$ cat config.mk
export PLATFORM = sky130hd
export DESIGN_NAME = dpcf_top
export DESIGN_NICKNAME = d
export VERILOG_FILES = /design/src/dpcf_pkg.sv /design/src/dpcf_top.sv
export SDC_FILE = /design/constraint.sdc
export NUM_CORES = 1
export LEC_CHECK = 0
export ABC_CLOCK_PERIOD_IN_PS = 3600
export BUFFER_PORTS_ARGS = -buffer_cell sky130_fd_sc_hd__buf_2
export CAP_MARGIN = 40
export CORE_MARGIN = 5
export CORE_UTILIZATION = 54
export DETAILED_ROUTE_END_ITERATION = 12
export GPL_TIMING_DRIVEN = 0
export PLACE_DENSITY = 0.81
export SLEW_MARGIN = 30
export SYNTH_ARGS = -nofsm -noshare
export SYNTH_HDL_FRONTEND = slang
export SYNTH_SLANG_ARGS = --single-unit
$ cat constraint.sdc
create_clock -name sys_clk -period 3.6 [get_ports sys_clk]
set_clock_uncertainty 0.2 [all_clocks]
set_input_delay 0 -clock sys_clk [delete_from_list [all_inputs] [get_ports sys_clk]]
set_output_delay 0 -clock sys_clk [all_outputs]
set_load 0.02 [all_outputs]
$ cat src/dpcf_pkg.sv
// Constants, field layout and carrier types of the memory controller's
// performance counter filter block.
// Assumes one memory clock domain and an APB register port.
package dpcf_pkg;

  // Register byte offsets on the APB port.
  localparam logic [11:0] OFS_CONFIG = 12'h000;
  localparam logic [11:0] OFS_SELECT = 12'h004;
  localparam logic [11:0] OFS_COUNT_ONE = 12'h008;
  localparam logic [11:0] OFS_COUNT_TWO = 12'h00c;

  // Field positions in the filter configuration register.
  localparam int unsigned POS_TWO_MASTER_EN = 31;
  localparam int unsigned POS_TWO_SPACE_EN = 30;
  localparam int unsigned POS_TWO_EVENT = 16;
  localparam int unsigned POS_ONE_MASTER_EN = 15;
  localparam int unsigned POS_ONE_SPACE_EN = 14;
  localparam int unsigned POS_ONE_EVENT = 0;

  // Field positions in the master and space select register.
  localparam int unsigned POS_TWO_ID = 24;
  localparam int unsigned POS_TWO_SPACE = 16;
  localparam int unsigned POS_ONE_ID = 8;
  localparam int unsigned POS_ONE_SPACE = 0;

  // Values after reset and writable bit masks.
  localparam logic [31:0] CONFIG_RESET = 32'h0001_0000;
  localparam logic [31:0] SELECT_RESET = 32'h0000_0000;
  localparam logic [31:0] COUNT_RESET = 32'h0000_0000;
  localparam logic [31:0] CONFIG_MASK = 32'hc00f_c00f;
  localparam logic [31:0] SELECT_MASK = 32'hff0f_ff0f;

  // Event selections.
  localparam logic [3:0] EV_RDWR = 4'h0;
  localparam logic [3:0] EV_ACT = 4'h1;
  localparam logic [3:0] EV_READ = 4'h2;
  localparam logic [3:0] EV_WRITE = 4'h3;
  localparam logic [3:0] EV_FULL = 4'h4;
  localparam logic [3:0] EV_ELEV = 4'h8;
  localparam logic [3:0] EV_BUSY = 4'h9;

  // Space selections.
  localparam logic [3:0] SPACE_SDRAM = 4'h0;
  localparam logic [3:0] SPACE_REGS = 4'h7;

  // Default burst size is 2**BURST_LOG2 bytes; sizes are in bytes.
  localparam int unsigned BURST_LOG2 = 4;
  localparam logic [12:0] BURST_ROUND = 13'h000f;

  typedef struct packed {
    logic [3:0] event_sel;
    logic master_en;
    logic space_en;
    logic [7:0] master_id;
    logic [3:0] space_sel;
  } dpcf_cnt_cfg_type;

  // Events reported by the controller core in the memory clock domain.
  typedef struct packed {
    logic cmd_valid;
    logic cmd_write;
    logic cmd_reg_space;
    logic [7:0] cmd_master;
    logic [11:0] cmd_size;
    logic activate;
    logic queue_full;
    logic queue_busy;
    logic elev_valid;
    logic elev_reg_space;
    logic [7:0] elev_master;
  } dpcf_event_type;

endpackage

$ cat src/dpcf_top.sv
// Performance counter filter: two 32-bit statistics counters, their
// event selection and master/space filters, and an APB register port.
// Assumes event inputs come from controller logic on sys_clk.
//
// Functional notes
// - Counter two master filter bit 31: off counts all, on matches master ID.
// - Counter one master filter bit 15: off counts all, on matches master ID.
// - Counter two space filter bit 30 off: count every access, ignore select.
// - Counter two space filter on: select 0 SDRAM only, 7h registers only.
// - Counter one space filter bit 14 off: count every access, ignore select.
// - Counter one space filter on: select 0 SDRAM only, 7h registers only.
// - Select register: IDs at 31-24 and 15-8, spaces at 19-16 and 3-0.
// - Config register: event selects at bits 19-16 and 3-0.
// - Selection 0 counts all read and write commands received.
// - Commands add transfer size divided by the default burst size, rounded up.
// - Selection 1h counts activates, one per request to a closed bank.
// - Selection 2h counts read commands in burst-size pieces.
// - Selection 3h counts write commands in burst-size pieces.
// - Selection 4h adds one each cycle the command queue is full.
// - Selection 8h counts queued commands needing priority elevation.
// - Oldest queued command is raised after the starvation transfer count.
// - Selection 9h adds one each cycle the command queue is not empty.
// - Both counters are 32-bit read-only values steered by the two registers.
// - Counters clear only on module reset.
`timescale 1ns/1ps
`default_nettype none

module dpcf_top (
  // Clock and reset.
  input wire logic sys_clk,
  input wire logic rst_n,
  // APB slave.
  input wire logic psel,
  input wire logic penable,
  input wire logic pwrite,
  input wire logic [11:0] paddr,
  input wire logic [31:0] pwdata,
  output var logic [31:0] prdata,
  output var logic pready,
  output var logic pslverr,
  // Controller events.
  input wire dpcf_pkg::dpcf_event_type ctl_events,
  // Counter values.
  output var logic [31:0] stat_counter_one,
  output var logic [31:0] stat_counter_two
);

  logic [31:0] config_q;
  logic [31:0] config_d;
  logic [31:0] select_q;
  logic [31:0] select_d;
  logic pready_q;
  logic pready_d;
  logic pslverr_q;
  logic pslverr_d;
  logic [31:0] prdata_q;
  logic [31:0] prdata_d;
  logic [31:0] cnt_q [2];
  logic [31:0] cnt_d [2];
  dpcf_pkg::dpcf_cnt_cfg_type cfg [2];
  logic wr_fire;
  logic rd_start;

  function automatic logic addr_mapped(input logic [11:0] addr);
    addr_mapped = (addr == dpcf_pkg::OFS_CONFIG) ||
                  (addr == dpcf_pkg::OFS_SELECT) ||
                  (addr == dpcf_pkg::OFS_COUNT_ONE) ||
                  (addr == dpcf_pkg::OFS_COUNT_TWO);
  endfunction

  // Unpacks one counter's settings from the two registers.
  function automatic dpcf_pkg::dpcf_cnt_cfg_type unpack_cfg(
    input logic [31:0] conf,
    input logic [31:0] sel,
    input logic two
  );
    dpcf_pkg::dpcf_cnt_cfg_type c;
    if (two) begin
      c.event_sel = conf[dpcf_pkg::POS_TWO_EVENT +: 4];
      c.master_en = conf[dpcf_pkg::POS_TWO_MASTER_EN];
      c.space_en = conf[dpcf_pkg::POS_TWO_SPACE_EN];
      c.master_id = sel[dpcf_pkg::POS_TWO_ID +: 8];
      c.space_sel = sel[dpcf_pkg::POS_TWO_SPACE +: 4];
    end else begin
      c.event_sel = conf[dpcf_pkg::POS_ONE_EVENT +: 4];
      c.master_en = conf[dpcf_pkg::POS_ONE_MASTER_EN];
      c.space_en = conf[dpcf_pkg::POS_ONE_SPACE_EN];
      c.master_id = sel[dpcf_pkg::POS_ONE_ID +: 8];
      c.space_sel = sel[dpcf_pkg::POS_ONE_SPACE +: 4];
    end
    return c;
  endfunction

  // Master and space filter; with the space filter on, a reserved space select passes nothing.
  function automatic logic source_ok(
    input dpcf_pkg::dpcf_cnt_cfg_type c,
    input logic [7:0] master,
    input logic reg_space
  );
    logic master_ok;
    logic space_ok;
    master_ok = !c.master_en || (master == c.master_id);
    space_ok = !c.space_en ||
               ((c.space_sel == dpcf_pkg::SPACE_SDRAM) && !reg_space) ||
               ((c.space_sel == dpcf_pkg::SPACE_REGS) && reg_space);
    return master_ok && space_ok;
  endfunction

  // Amount one counter advances by in the current cycle.
  function automatic logic [31:0] count_step(
    input dpcf_pkg::dpcf_cnt_cfg_type c,
    input dpcf_pkg::dpcf_event_type ev
  );
    logic [31:0] step;
    logic [12:0] rounded;
    logic [31:0] pieces;
    logic cmd_ok;
    step = 32'h0000_0000;
    rounded = {1'b0, ev.cmd_size} + dpcf_pkg::BURST_ROUND;
    pieces = 32'(rounded >> dpcf_pkg::BURST_LOG2);
    cmd_ok = ev.cmd_valid && source_ok(c, ev.cmd_master, ev.cmd_reg_space);
    case (c.event_sel)
      dpcf_pkg::EV_RDWR: begin
        if (cmd_ok) begin
          step = pieces;
        end
      end
      dpcf_pkg::EV_ACT: begin
        if (ev.activate) begin
          step = 32'h0000_0001;
        end
      end
      dpcf_pkg::EV_READ: begin
        if (cmd_ok && !ev.cmd_write) begin
          step = pieces;
        end
      end
      dpcf_pkg::EV_WRITE: begin
        if (cmd_ok && ev.cmd_write) begin
          step = pieces;
        end
      end
      dpcf_pkg::EV_FULL: begin
        if (ev.queue_full) begin
          step = 32'h0000_0001;
        end
      end
      dpcf_pkg::EV_ELEV: begin
        // The scheduler pulses elev_valid when it raises the oldest command.
        if (ev.elev_valid &&
            source_ok(c, ev.elev_master, ev.elev_reg_space)) begin
          step = 32'h0000_0001;
        end
      end
      dpcf_pkg::EV_BUSY: begin
        if (ev.queue_busy) begin
          step = 32'h0000_0001;
        end
      end
      default: begin
        step = 32'h0000_0000;
      end
    endcase
    return step;
  endfunction

  assign cfg[0] = unpack_cfg(config_q, select_q, 1'b0);
  assign cfg[1] = unpack_cfg(config_q, select_q, 1'b1);

  // A request is answered on the second access-phase edge.
  assign rd_start = psel && penable && !pready_q;
  assign wr_fire = psel && penable && pready_q && pwrite;

  always_comb begin
    pready_d = rd_start;
    pslverr_d = rd_start && !addr_mapped(paddr);
    prdata_d = 32'h0000_0000;
    if (rd_start && !pwrite) begin
      case (paddr)
        dpcf_pkg::OFS_CONFIG: prdata_d = config_q;
        dpcf_pkg::OFS_SELECT: prdata_d = select_q;
        dpcf_pkg::OFS_COUNT_ONE: prdata_d = cnt_q[0];
        dpcf_pkg::OFS_COUNT_TWO: prdata_d = cnt_q[1];
        default: prdata_d = 32'h0000_0000;
      endcase
    end
  end

  always_ff @(posedge sys_clk or negedge rst_n) begin
    if (!rst_n) begin
      pready_q <= 1'b0;
      pslverr_q <= 1'b0;
      prdata_q <= 32'h0000_0000;
    end else begin
      pready_q <= pready_d;
      pslverr_q <= pslverr_d;
      prdata_q <= prdata_d;
    end
  end

  // Reserved bits are dropped on write and read back as zero.
  always_comb begin
    config_d = config_q;
    select_d = select_q;
    if (wr_fire && (paddr == dpcf_pkg::OFS_CONFIG)) begin
      config_d = pwdata & dpcf_pkg::CONFIG_MASK;
    end
    if (wr_fire && (paddr == dpcf_pkg::OFS_SELECT)) begin
      select_d = pwdata & dpcf_pkg::SELECT_MASK;
    end
  end

  always_ff @(posedge sys_clk or negedge rst_n) begin
    if (!rst_n) begin
      config_q <= dpcf_pkg::CONFIG_RESET;
      select_q <= dpcf_pkg::SELECT_RESET;
    end else begin
      config_q <= config_d;
      select_q <= select_d;
    end
  end

  // Counters are read-only; the sum wraps modulo two to the 32nd.
  for (genvar i = 0; i < 2; i++) begin : g_cnt
    always_comb begin
      cnt_d[i] = cnt_q[i] + count_step(cfg[i], ctl_events);
    end

    always_ff @(posedge sys_clk or negedge rst_n) begin
      if (!rst_n) begin
        cnt_q[i] <= dpcf_pkg::COUNT_RESET;
      end else begin
        cnt_q[i] <= cnt_d[i];
      end
    end
  end

  assign prdata = prdata_q;
  assign pready = pready_q;
  assign pslverr = pslverr_q;
  assign stat_counter_one = cnt_q[0];
  assign stat_counter_two = cnt_q[1];
endmodule

`default_nettype wire

== After elaboration in Yosys (flattened, before gate mapping) ==
Cells that the tools add are included.
W data, S select, Z words.

* Reductions and logical operators: 58
* Eq/ne operators: 21
* Add/subtract/negate cells: 3
* Mux-type cells: 15

{| class="wikitable"
|+ Operators by type and width
! cell !! number
|-
| $pmux W32 S7 || 2
|-
| $pmux W32 S4 || 1
|-
| $add A32 B32 Y32 || 2
|-
| $mux W9 || 6
|-
| $eq A8 B8 Y1 || 4
|-
| $mux W32 || 1
|-
| $logic_and A1 B1 Y1 || 28
|-
| $eq A12 B4 Y1 const B || 2
|-
| $eq A4 B2 Y1 const B || 4
|-
| $eq A4 B3 Y1 const B || 4
|-
| $eq A4 B4 Y1 const B || 4
|-
| $logic_not A4 Y1 || 4
|-
| $logic_or A1 B1 Y1 || 15
|-
| $add A12 B4 Y13 const B || 1
|-
| $eq A12 B3 Y1 const B || 1
|-
| $logic_not A12 Y1 || 1
|-
| $logic_not A1 Y1 || 10
|-
| $eq A4 B1 Y1 const B || 2
|-
| $mux W1 || 5
|}

* Flip-flop bits (word level): 134
* Logic and storage cells: 104

== Logic depth before layout (Yosys ltp) ==
Gate-level depths: netlist of run 1.

* Word-level depth: 10
* Depth in mapped cells: 14
* Gate-level depth less buffers: 14

== Worst setup path after synthesis of run 1 ==
No wires, ideal clock.

* Kind: register to register
* Start: reg select_q[0]
* End: reg cnt_q (netlist bit stat_counter_one[24])
* Buffers on the path: 0
* Stages on the path, launching flop included: 15
* Arrival time: 2897 ps
* Required time: 3320 ps
* Setup slack: 423 ps
* Path through: dfrtp_1 > nor4_1 > a21oi_1 > o21ai_0 > o2111ai_1 > o221ai_1 > ha_1 > inv_1 > fa_1 > nor2b_1 > o21ai_0 > a21oi_1 > a31oi_2 > nor3_1 > xor2_1

{| class="wikitable"
|+ RTL lines
! what !! line !! RTL
|-
| from (decl) || dpcf_top.sv:50 || <nowiki>logic [31:0] select_q;</nowiki>
|-
| from (signal assigned) || dpcf_top.sv:216 || <nowiki>select_q <= dpcf_pkg::SELECT_RESET;</nowiki>
|-
| from (signal assigned) || dpcf_top.sv:219 || <nowiki>select_q <= select_d;</nowiki>
|-
| to (signal, indexed assignment) || dpcf_top.sv:231 || <nowiki>cnt_q[i] <= dpcf_pkg::COUNT_RESET;</nowiki>
|-
| to (signal, indexed assignment) || dpcf_top.sv:233 || <nowiki>cnt_q[i] <= cnt_d[i];</nowiki>
|-
| to (decl) || dpcf_top.sv:58 || <nowiki>logic [31:0] cnt_q [2];</nowiki>
|}

==> results of run 1 <==
## where the power goes
| group | switching (mW) | total [mW] | internal (mW) | leakage [nW] |
|---|---|---|---|---|
| Combinational | 0.867 | 1.47 | 0.606 | 2.51 |
| Sequential | 0.192 | 1.86 | 1.67 | 1.81 |
| Clock | 0.650 | 1.89 | 1.24 | 0.317 |
## state kept, by name (all words and copies together) (netlist names)
register          flops
prdata               32
stat_counter_one     32
stat_counter_two     32
select_q             24
config_q             12
pready                1
pslverr               1
## critical path, delay by kind of cell (launching register included)
kind	cells	cell delay, ns
compound gates	6	1.28
flops	1	0.45
fa+ha+maj	2	0.59
xor+xnor	2	0.31
simple gates	3	0.49
buf+inv	1	0.06
## layout make-up
type                    instances  area [µm²]  share of cell area
inverters                      13        48.8             0.00510
clock buffers                  19         443              0.0463
multi-input cells             454        3760               0.392
repair buffers                224        1410               0.147
clock inverters                13         204              0.0213
plain buffers                  23         131              0.0137
flip-flops and latches        134        3360               0.351
well taps                     176         220              0.0230
## path summary, 6_finish.rpt
path | to | slack [ns] | depth (start not counted)
min | select_q[0]$_DFFE_PN0P_ | 0.01 | 5
max reg2reg | stat_counter_one[24]$_DFF_PN0_ | 0.13 | 14
min in group asynchronous | config_q[16]$_DFFE_PN1P_ | 0.47 | 3
max | stat_counter_one[24]$_DFF_PN0_ | 0.13 | 14
max in group asynchronous | select_q[10]$_DFFE_PN0P_ | 2.34 | 4
min reg2reg | pready$_DFF_PN0_ | 0.28 | 1
## stage by stage
stage / hold WS [ns] / setup TNS [ns] / cell area [µm²] / instances
3_3_place_gp: 0.0311 / -15.55 / 8220 / 972
4_1_cts: 0.00271 / 0 / 9480 / 1053
2_1_floorplan: -0.496 / 0 / 7140 / 624
5_1_grt: 0.0520 / -0.0208 / 9570 / 1056
3_5_place_dp: -0.224 / -17.17 / 8260 / 973
6_report: 0.0142 / 0 / 9570 / 1056
## layer usage
layer  routed length, µm  up-vias  GRT usage  part of all wire
met5                   0        -          0                 0
met4                 964        0      0.133             0.045
met3                1520       75     0.0691             0.070
met2               10900      282      0.470              0.50
met1                8230     3008      0.326              0.38
li1                    -     2723          -                 -
## cells in the final DEF, fill, tap and decap left out, drive strengths merged, types with 6 or more instances in the layout
cell type and count:
mux2i 9, nand3 17, nor4 8, ha 18, a21o 6, inv 13
a21oi 19, mux4 12, and4 7, clkinv 7, dlygate4sd3 44, o21ai 15
nor2 57, mux2 49, nand2 30, and3 10, clkbuf 26, nand4 22
xor2 18, a22oi 12, o211ai 7, dfrtp 133, buf 196, xnor2 81
nor2b 15
## timing repair
action | 4_1_cts | 5_1_grt
cloned | 0 | 0
gates resized for setup | 18 | 25
hold buffers | 45 | 0
pin swaps | 4 | 9
setup endpoints to repair | 49 | 39
setup buffers | 3 | 3
endpoints found under the hold margin | 181 | 0
## logic make-up (layout without fill, tap and decap cells)
logic type,after synthesis,after routing,share of synthesized area
AOI/OAI and AO/OA,83,83,0.0773
xor gates and xnor gates,99,99,0.121
adders and majority gates,20,20,0.0371
buffers and inverters,36,292,0.0237
DFF,134,134,0.470
muxes,70,70,0.138
and+or+nand+nor,182,182,0.133
==> impl_metrics.json, run 1 <==
{
  "status": "completed",
  "synth_edf_count": 0,
  "synthesis.area_um2": 7140,
  "nFillCells": 873,
  "seq_area_frac_synth": 0.470,
  "dp_hpwl_um": 15100,
  "dp_slack_ns": -0.556,
  "worstSetupStartpoint": "select_q[8]$_DFFE_PN0P_",
  "max-cap-violations": 0,
  "cts_sinks": 134,
  "synth_most_common_cell": "dfrtp_1",
  "core_um2": 13100,
  "clk_path_buf_depth": 2,
  "area_growth_pct": 34.0,
  "start_util": 0.546,
  "tightest_slew_ns": 0.843,
  "die_w_um": 125,
  "cts_tree": "built",
  "cts-root-buf": "clkbuf_16",
  "finalCritPeriodShare": 0.965,
  "hold_violations": 0,
  "synth_area_leader_cell": "dfrtp_1",
  "max_stage_delay_ns": 0.45,
  "syn_inst": 624,
  "critPathCaptureType": "register",
  "clock_latency_ns": 0.42,
  "fin_util": 0.732,
  "layout-drive-gt1-share": 0.352,
  "avgSynthCellArea_um2": 11.4,
  "leakage_nw": 4.64,
  "ys_ff_latch": 134,
  "vias_per_cell": 5.77,
  "power_mw": 5.23,
  "grt_max_degree": 73,
  "postRouteWirelength_um": 21600,
  "p_per_area_nw_per_um2": 546,
  "wl_per_cell_um": 20.5,
  "cpMaxStageDelayCell": "dfrtp_2",
  "ys_warn_count": 0,
  "grt_pass1_vias": 6460,
  "die_area_um2": 15600,
  "slew_headroom": 0.438,
  "initialDrtViolationCount": 508,
  "nets": 972,
  "grt_pass1_wl_um": 34100,
  "dr.pass1.iters": 6,
  "r2r_start": "select_q[8]$_DFFE_PN0P_",
  "yosysUniqueCellTypes": 55,
  "fin_crit_ns": 3.47,
  "cts_inserted_buffers": 17,
  "vias": 6088,
  "hold_path_startpoint": "psel",
  "htree_levels": 4,
  "gp_congestion": 0.870,
  "cts.clk_slew.worst_paths_ns": 0.06,
  "synth_flop_cell": "dfrtp_1",
  "grt_usage": 0.275,
  "synth_commonest_cells": "133 x dfrtp_1, 81 x xnor2_1, 56 x nor2_1",
  "synth_fp_nets": 729,
  "fin_ws_ns": 0.125,
  "io_pins": 183,
  "antenna_found_initial": 0,
  "antennaDiodeCount": 0,
  "hp-class": "input port to register",
  "drv_slew": 0,
  "cp.required_ns": 3.74,
  "max_freq_mhz": 288,
  "rows": 42,
  "critPathMaxFanout": 8,
  "synth_async_sr_flop_share": 1.00,
  "setup_violations": 0,
  "vdd_drop_max_mv": 0.361,
  "portBuffers": 172,
  "antenna_left": 0,
  "critPathArrivalTime_ns": 3.62,
  "synth_top_area_share": 0.466,
  "grt-ovfl-total": 0,
  "die_y_um": 125,
  "critPathLaunchType": "register",
  "drc": 0,
  "crit_chain": "xnor2_1, nand4_1, o21ai_2, o2111ai_4, o221ai_2, ha_2, inv_1, fa_2, nor2b_1, o21ai_1, a21oi_2, a31oi_4, nor3_2, xor2_1",
  "path_class": "register to register",
  "synth.area.top_cells": "dfrtp_1 47%, xnor2_1 9.9%, mux2_4 4.2%, mux4_2 3.8%, ha_1 3.2%"
}
No activity file was read; power rests on OpenSTA's default activity.
==> inputs of run 2 (changes only) <==
- MAX_ROUTING_LAYER: not set -> met4
==> impl_metrics.json, run 2 (synthesized netlist as in run 1, its figures left out) <==
{
  "drc": 0,
  "drv_slew": 0,
  "max_freq_mhz": 285,
  "dp_slack_ns": -0.609,
  "intPower_mw": 3.51,
  "switching_share": 0.329,
  "portBuffers": 172,
  "grt_pass1_vias": 6241,
  "io_pins": 183,
  "grt_max_degree": 73,
  "final_area_um2": 9660,
  "max-cap-violations": 0,
  "cts.clk_slew.worst_paths_ns": 0.06,
  "antenna_found_initial": 0,
  "dp_hpwl_um": 15000,
  "p_per_area_nw_per_um2": 542,
  "setup_violations": 0,
  "slew_headroom": 0.613,
  "seq_power_share": 0.358,
  "cts-root-buf": "clkbuf_16",
  "core_um2": 13100,
  "final_cell_mix": "181 x buf_2, 130 x dfrtp_1, 80 x xnor2_1",
  "cts_sinks": 134,
  "cts_tree": "built",
  "start_util": 0.546,
  "holdWs_ns": 0.0476,
  "antennaDiodeCount": 0,
  "rows": 42,
  "area_growth_pct": 35.2,
  "gp_congestion": 0.916,
  "fin_ws_ns": 0.0959,
  "fin_crit_ns": 3.50,
  "die_area_um2": 15600,
  "die_y_um": 125,
  "clock_latency_ns": 0.42,
  "finalCritPeriodShare": 0.973,
  "fin_tns_setup_ns": 0,
  "grt-ovfl-total": 0,
  "p_clk_frac": 0.350,
  "vias": 6233,
  "vdd_drop_max_mv": 0.358,
  "path_class": "register to register",
  "initialDrtViolationCount": 661,
  "grt_pass1_wl_um": 32900,
  "nets": 982,
  "power_mw": 5.23,
  "antenna_left": 0,
  "hold_violations": 0,
  "status": "completed",
  "switchingPower_mw": 1.72,
  "layout-drive-gt1-share": 0.366,
  "place_inst": 973,
  "htree_levels": 4,
  "vias_per_cell": 5.86,
  "cts_inserted_buffers": 17,
  "wl_per_cell_um": 20.8,
  "placed_cell_area_um2": 8260,
  "die_w_um": 125,
  "final_common_cell": "buf_2",
  "critPathLaunchType": "register",
  "tightest_slew_ns": 0.581,
  "rsz0062_at_grt": "true",
  "final_cells": 1064,
  "clk_path_buf_depth": 2,
  "pwr-share-comb": 0.292,
  "leakage_nw": 4.69,
  "critPathArrivalTime_ns": 3.65,
  "dr.pass1.iters": 6,
  "cp.required_ns": 3.75,
  "postRouteWirelength_um": 22100,
  "grt_usage": 0.276,
  "fin_util": 0.738,
  "critPathMaxFanout": 6,
  "critPathCaptureType": "register",
  "hp-class": "input port to register"
}
[run 2: timing repair]
| action | in CTS | in global routing |
|---|---|---|
| cloned | 0 | 1 |
| pin swaps | 5 | 13 |
| resized for setup | 17 | 32 |
| hold buffers | 44 | 0 |
| endpoints found under the hold margin | 181 | 0 |
| setup endpoints to repair | 50 | 41 |
| setup buffers | 3 | 13 |
[run 2: worst paths after layout]
| kind | from | to | slack [ns] | cells past startpoint |
|---|---|---|---|---|
| min in group asynchronous | rst_n | config_q[16]$_DFFE_PN1P_ | 0.50 | 3 |
| hold reg to reg | pready$_DFF_PN0_ | pready$_DFF_PN0_ | 0.28 | 1 |
| max in group asynchronous | rst_n | select_q[12]$_DFFE_PN0P_ | 2.29 | 4 |
| setup reg to reg | select_q[0]$_DFFE_PN0P_ | stat_counter_one[25]$_DFF_PN0_ | 0.1 | 15 |
| setup / recovery | select_q[0]$_DFFE_PN0P_ | stat_counter_one[25]$_DFF_PN0_ | 0.1 | 15 |
| hold / removal | psel | select_q[0]$_DFFE_PN0P_ | 0.05 | 5 |
[run 2: per-layer routing]
metal,vias up,GRT usage,part of all wire
met3,74,0.0661,0.077
met1,3065,0.324,0.38
met4,0,0.121,0.041
met5,-,-,0
met2,350,0.454,0.50
li1,2744,-,-
[run 2: cell type report]
class,instances,area (µm²)
Fill cell,811,3430
Clock buffer,20,467
Timing Repair Buffer,235,1500
Tap cell,176,220
Multi-Input combinational cell,454,3780
Buffer,22,131
Clock inverter,10,153
Sequential cell,134,3360
Inverter,13,48.8
[run 2: worst max-delay path: stages (launching register included)]
cell       delay (ns)
dfrtp_1          0.42
nor4_1           0.34
a21oi_1          0.09
o21ai_2          0.18
o2111ai_4        0.14
buf_6            0.15
buf_4            0.15
nor2_2           0.18
ha_4             0.24
a21o_1           0.18
a21oi_2          0.15
a21oi_2          0.08
o31a_1           0.37
buf_6            0.16
o211ai_1         0.23
xnor2_1          0.15
[run 2: power groups by stage]
stage	registers [mW]	logic, mW	clock network, mW
2_1_floorplan	2.02	0.690	0
3_3_place_gp	1.87	1.24	0
3_5_place_dp	1.88	1.29	0
4_1_cts	1.86	1.37	1.84
5_1_grt	1.89	1.62	1.92
6_report	1.87	1.52	1.83
==> inputs of run 3 (changes only) <==
==> constraint.sdc (replaced) <==
create_clock -name sys_clk -period 3.6 [get_ports sys_clk]
set_clock_uncertainty 0.2 [all_clocks]
set_input_delay 0.54 -clock sys_clk [delete_from_list [all_inputs] [get_ports sys_clk]]
set_output_delay 0.54 -clock sys_clk [all_outputs]
set_load 0.02 [all_outputs]
==> impl_metrics.json, run 3 (synthesized netlist as in run 1, its figures left out) <==
{
  "status": "completed",
  "p_per_area_nw_per_um2": 554,
  "die_w_um": 125,
  "cts_sinks": 134,
  "nets": 937,
  "cts-root-buf": "clkbuf_16",
  "multi_input_area_um2": 3750,
  "die_area_um2": 15600,
  "clk_path_buf_depth": 2,
  "slew_headroom": 0.617,
  "grt_usage": 0.262,
  "final_common_cell": "buf_2",
  "drc": 0,
  "critPathLaunchType": "register",
  "critPathMaxFanout": 6,
  "crit_buf_inv": 3,
  "finalCritPeriodShare": 0.980,
  "setup_violations": 0,
  "cts_inserted_buffers": 17,
  "leakage_nw": 4.50,
  "antennaDiodeCount": 0,
  "die_y_um": 125,
  "placed_cell_area_um2": 8260,
  "vias": 5816,
  "crit_family": "compound AO/OA/AOI/OAI gates",
  "holdWs_ns": 0.145,
  "max_stage_delay_ns": 0.45,
  "max_freq_mhz": 283,
  "wl_per_cell_um": 19.9,
  "cp.required_ns": 3.75,
  "final_area_um2": 9160,
  "start_util": 0.546,
  "layout-drive-gt1-share": 0.375,
  "path_class": "register to register",
  "postRouteWirelength_um": 20300,
  "hold_violations": 0,
  "dp_hpwl_um": 15000,
  "grt-ovfl-total": 0,
  "io_pins": 183,
  "htree_levels": 4,
  "portBuffers": 172,
  "grt_max_degree": 73,
  "grt_pass1_wl_um": 31300,
  "cts.clk_slew.worst_paths_ns": 0.06,
  "vias_per_cell": 5.71,
  "area_growth_pct": 28.3,
  "vdd_drop_max_mv": 0.354,
  "critPathArrivalTime_ns": 3.68,
  "clock_latency_ns": 0.42,
  "critPathCaptureType": "register",
  "fin_crit_ns": 3.53,
  "antenna_found_initial": 0,
  "hp-class": "input port to register",
  "crit_chain": "xnor2_2, nand4_1, o21ai_2, o2111ai_4, buf_6, buf_4, nor2_1, ha_1, a21o_1, a21oi_2, a21oi_2, o31a_1, buf_6, o211ai_1, xnor2_1",
  "final_cell_mix": "181 x buf_2, 130 x dfrtp_1, 79 x xnor2_1",
  "core_um2": 13100,
  "cpMaxStageDelayCell": "dfrtp_2",
  "gp_congestion": 0.916,
  "regArea_um2": 3360,
  "nFillCells": 909,
  "max-cap-violations": 0,
  "drv_slew": 0,
  "tightest_slew_ns": 0.574,
  "initialDrtViolationCount": 477,
  "dr.pass1.iters": 7,
  "grt_pass1_vias": 5937,
  "rows": 42,
  "cts_tree": "built",
  "antenna_left": 0
}
run 3: power breakdown:
part	total (mW)	internal [mW]	leakage [nW]	switching [mW]
sequential	1.86	1.67	1.81	0.189
combinational	1.39	0.574	2.38	0.820
clock	1.82	1.20	0.307	0.624
total	5.08	3.44	4.50	1.63
run 3: cell type report:
cell class,count,area share
multi-input combinational,454,0.409
sequential,134,0.367
timing repair buffer,190,0.113
clock buffer,20,0.0509
tap,176,0.0240
clock inverter,10,0.0167
buffer,22,0.0143
inverter,13,0.00533
run 3: repair_timing:
action                                  in CTS  in global routing
pin swaps                                    5                 12
cloned                                       0                  1
setup buffers                                3                 11
endpoints found under the setup margin      50                 41
gates resized for setup                     17                 25
hold buffers                                 1                  0
endpoints found under the hold margin       61                  0
run 3: through the flow:
step           TNS (ns)  cells  power, mW  worst slack, ns  utilization
6_report              0   1019       5.08           0.0702        0.700
5_1_grt          -0.745   1019       5.31           -0.106        0.700
4_1_cts               0   1007       5.02           0.0232        0.686
3_5_place_dp     -29.93    973       3.17           -0.839        0.631
3_3_place_gp     -24.73    972       3.11           -0.736        0.628
2_1_floorplan         0    624       2.71            0.223            -
run 3: final timing paths:
kind                       depth (start not counted)  slack (ns)                startpoint                        endpoint
min                                                2        0.14                pwdata[24]        select_q[24]$_DFFE_PN0P_
max in group asynchronous                          3        2.02                     rst_n        select_q[12]$_DFFE_PN0P_
max                                               15        0.07  select_q[12]$_DFFE_PN0P_  stat_counter_one[25]$_DFF_PN0_
max reg2reg                                       15        0.07  select_q[12]$_DFFE_PN0P_  stat_counter_one[25]$_DFF_PN0_
min reg2reg                                        1        0.29          pready$_DFF_PN0_                pready$_DFF_PN0_
min in group asynchronous                          2        0.45                     rst_n             prdata[4]$_DFF_PN0_
run 3: worst register-to-register path, cell delays in order, from the launching register on:
cell       delay, ns
dfrtp_2         0.45
xnor2_2         0.15
nand4_1         0.16
o21ai_2         0.27
o2111ai_4       0.15
buf_6           0.15
buf_4           0.15
nor2_1          0.12
ha_1            0.26
a21o_1          0.22
a21oi_2         0.18
a21oi_2         0.08
o31a_1          0.37
buf_6           0.16
o211ai_1        0.24
xnor2_1         0.15
run 3: layer usage:
| layer | vias to the layer above | part of all wire | global-route usage |
|---|---|---|---|
| li1 | 2648 | - | - |
| met1 | 2880 | 0.40 | 0.313 |
| met2 | 245 | 0.51 | 0.430 |
| met3 | 43 | 0.066 | 0.0640 |
| met4 | 0 | 0.029 | 0.102 |
| met5 | - | 0 | - |
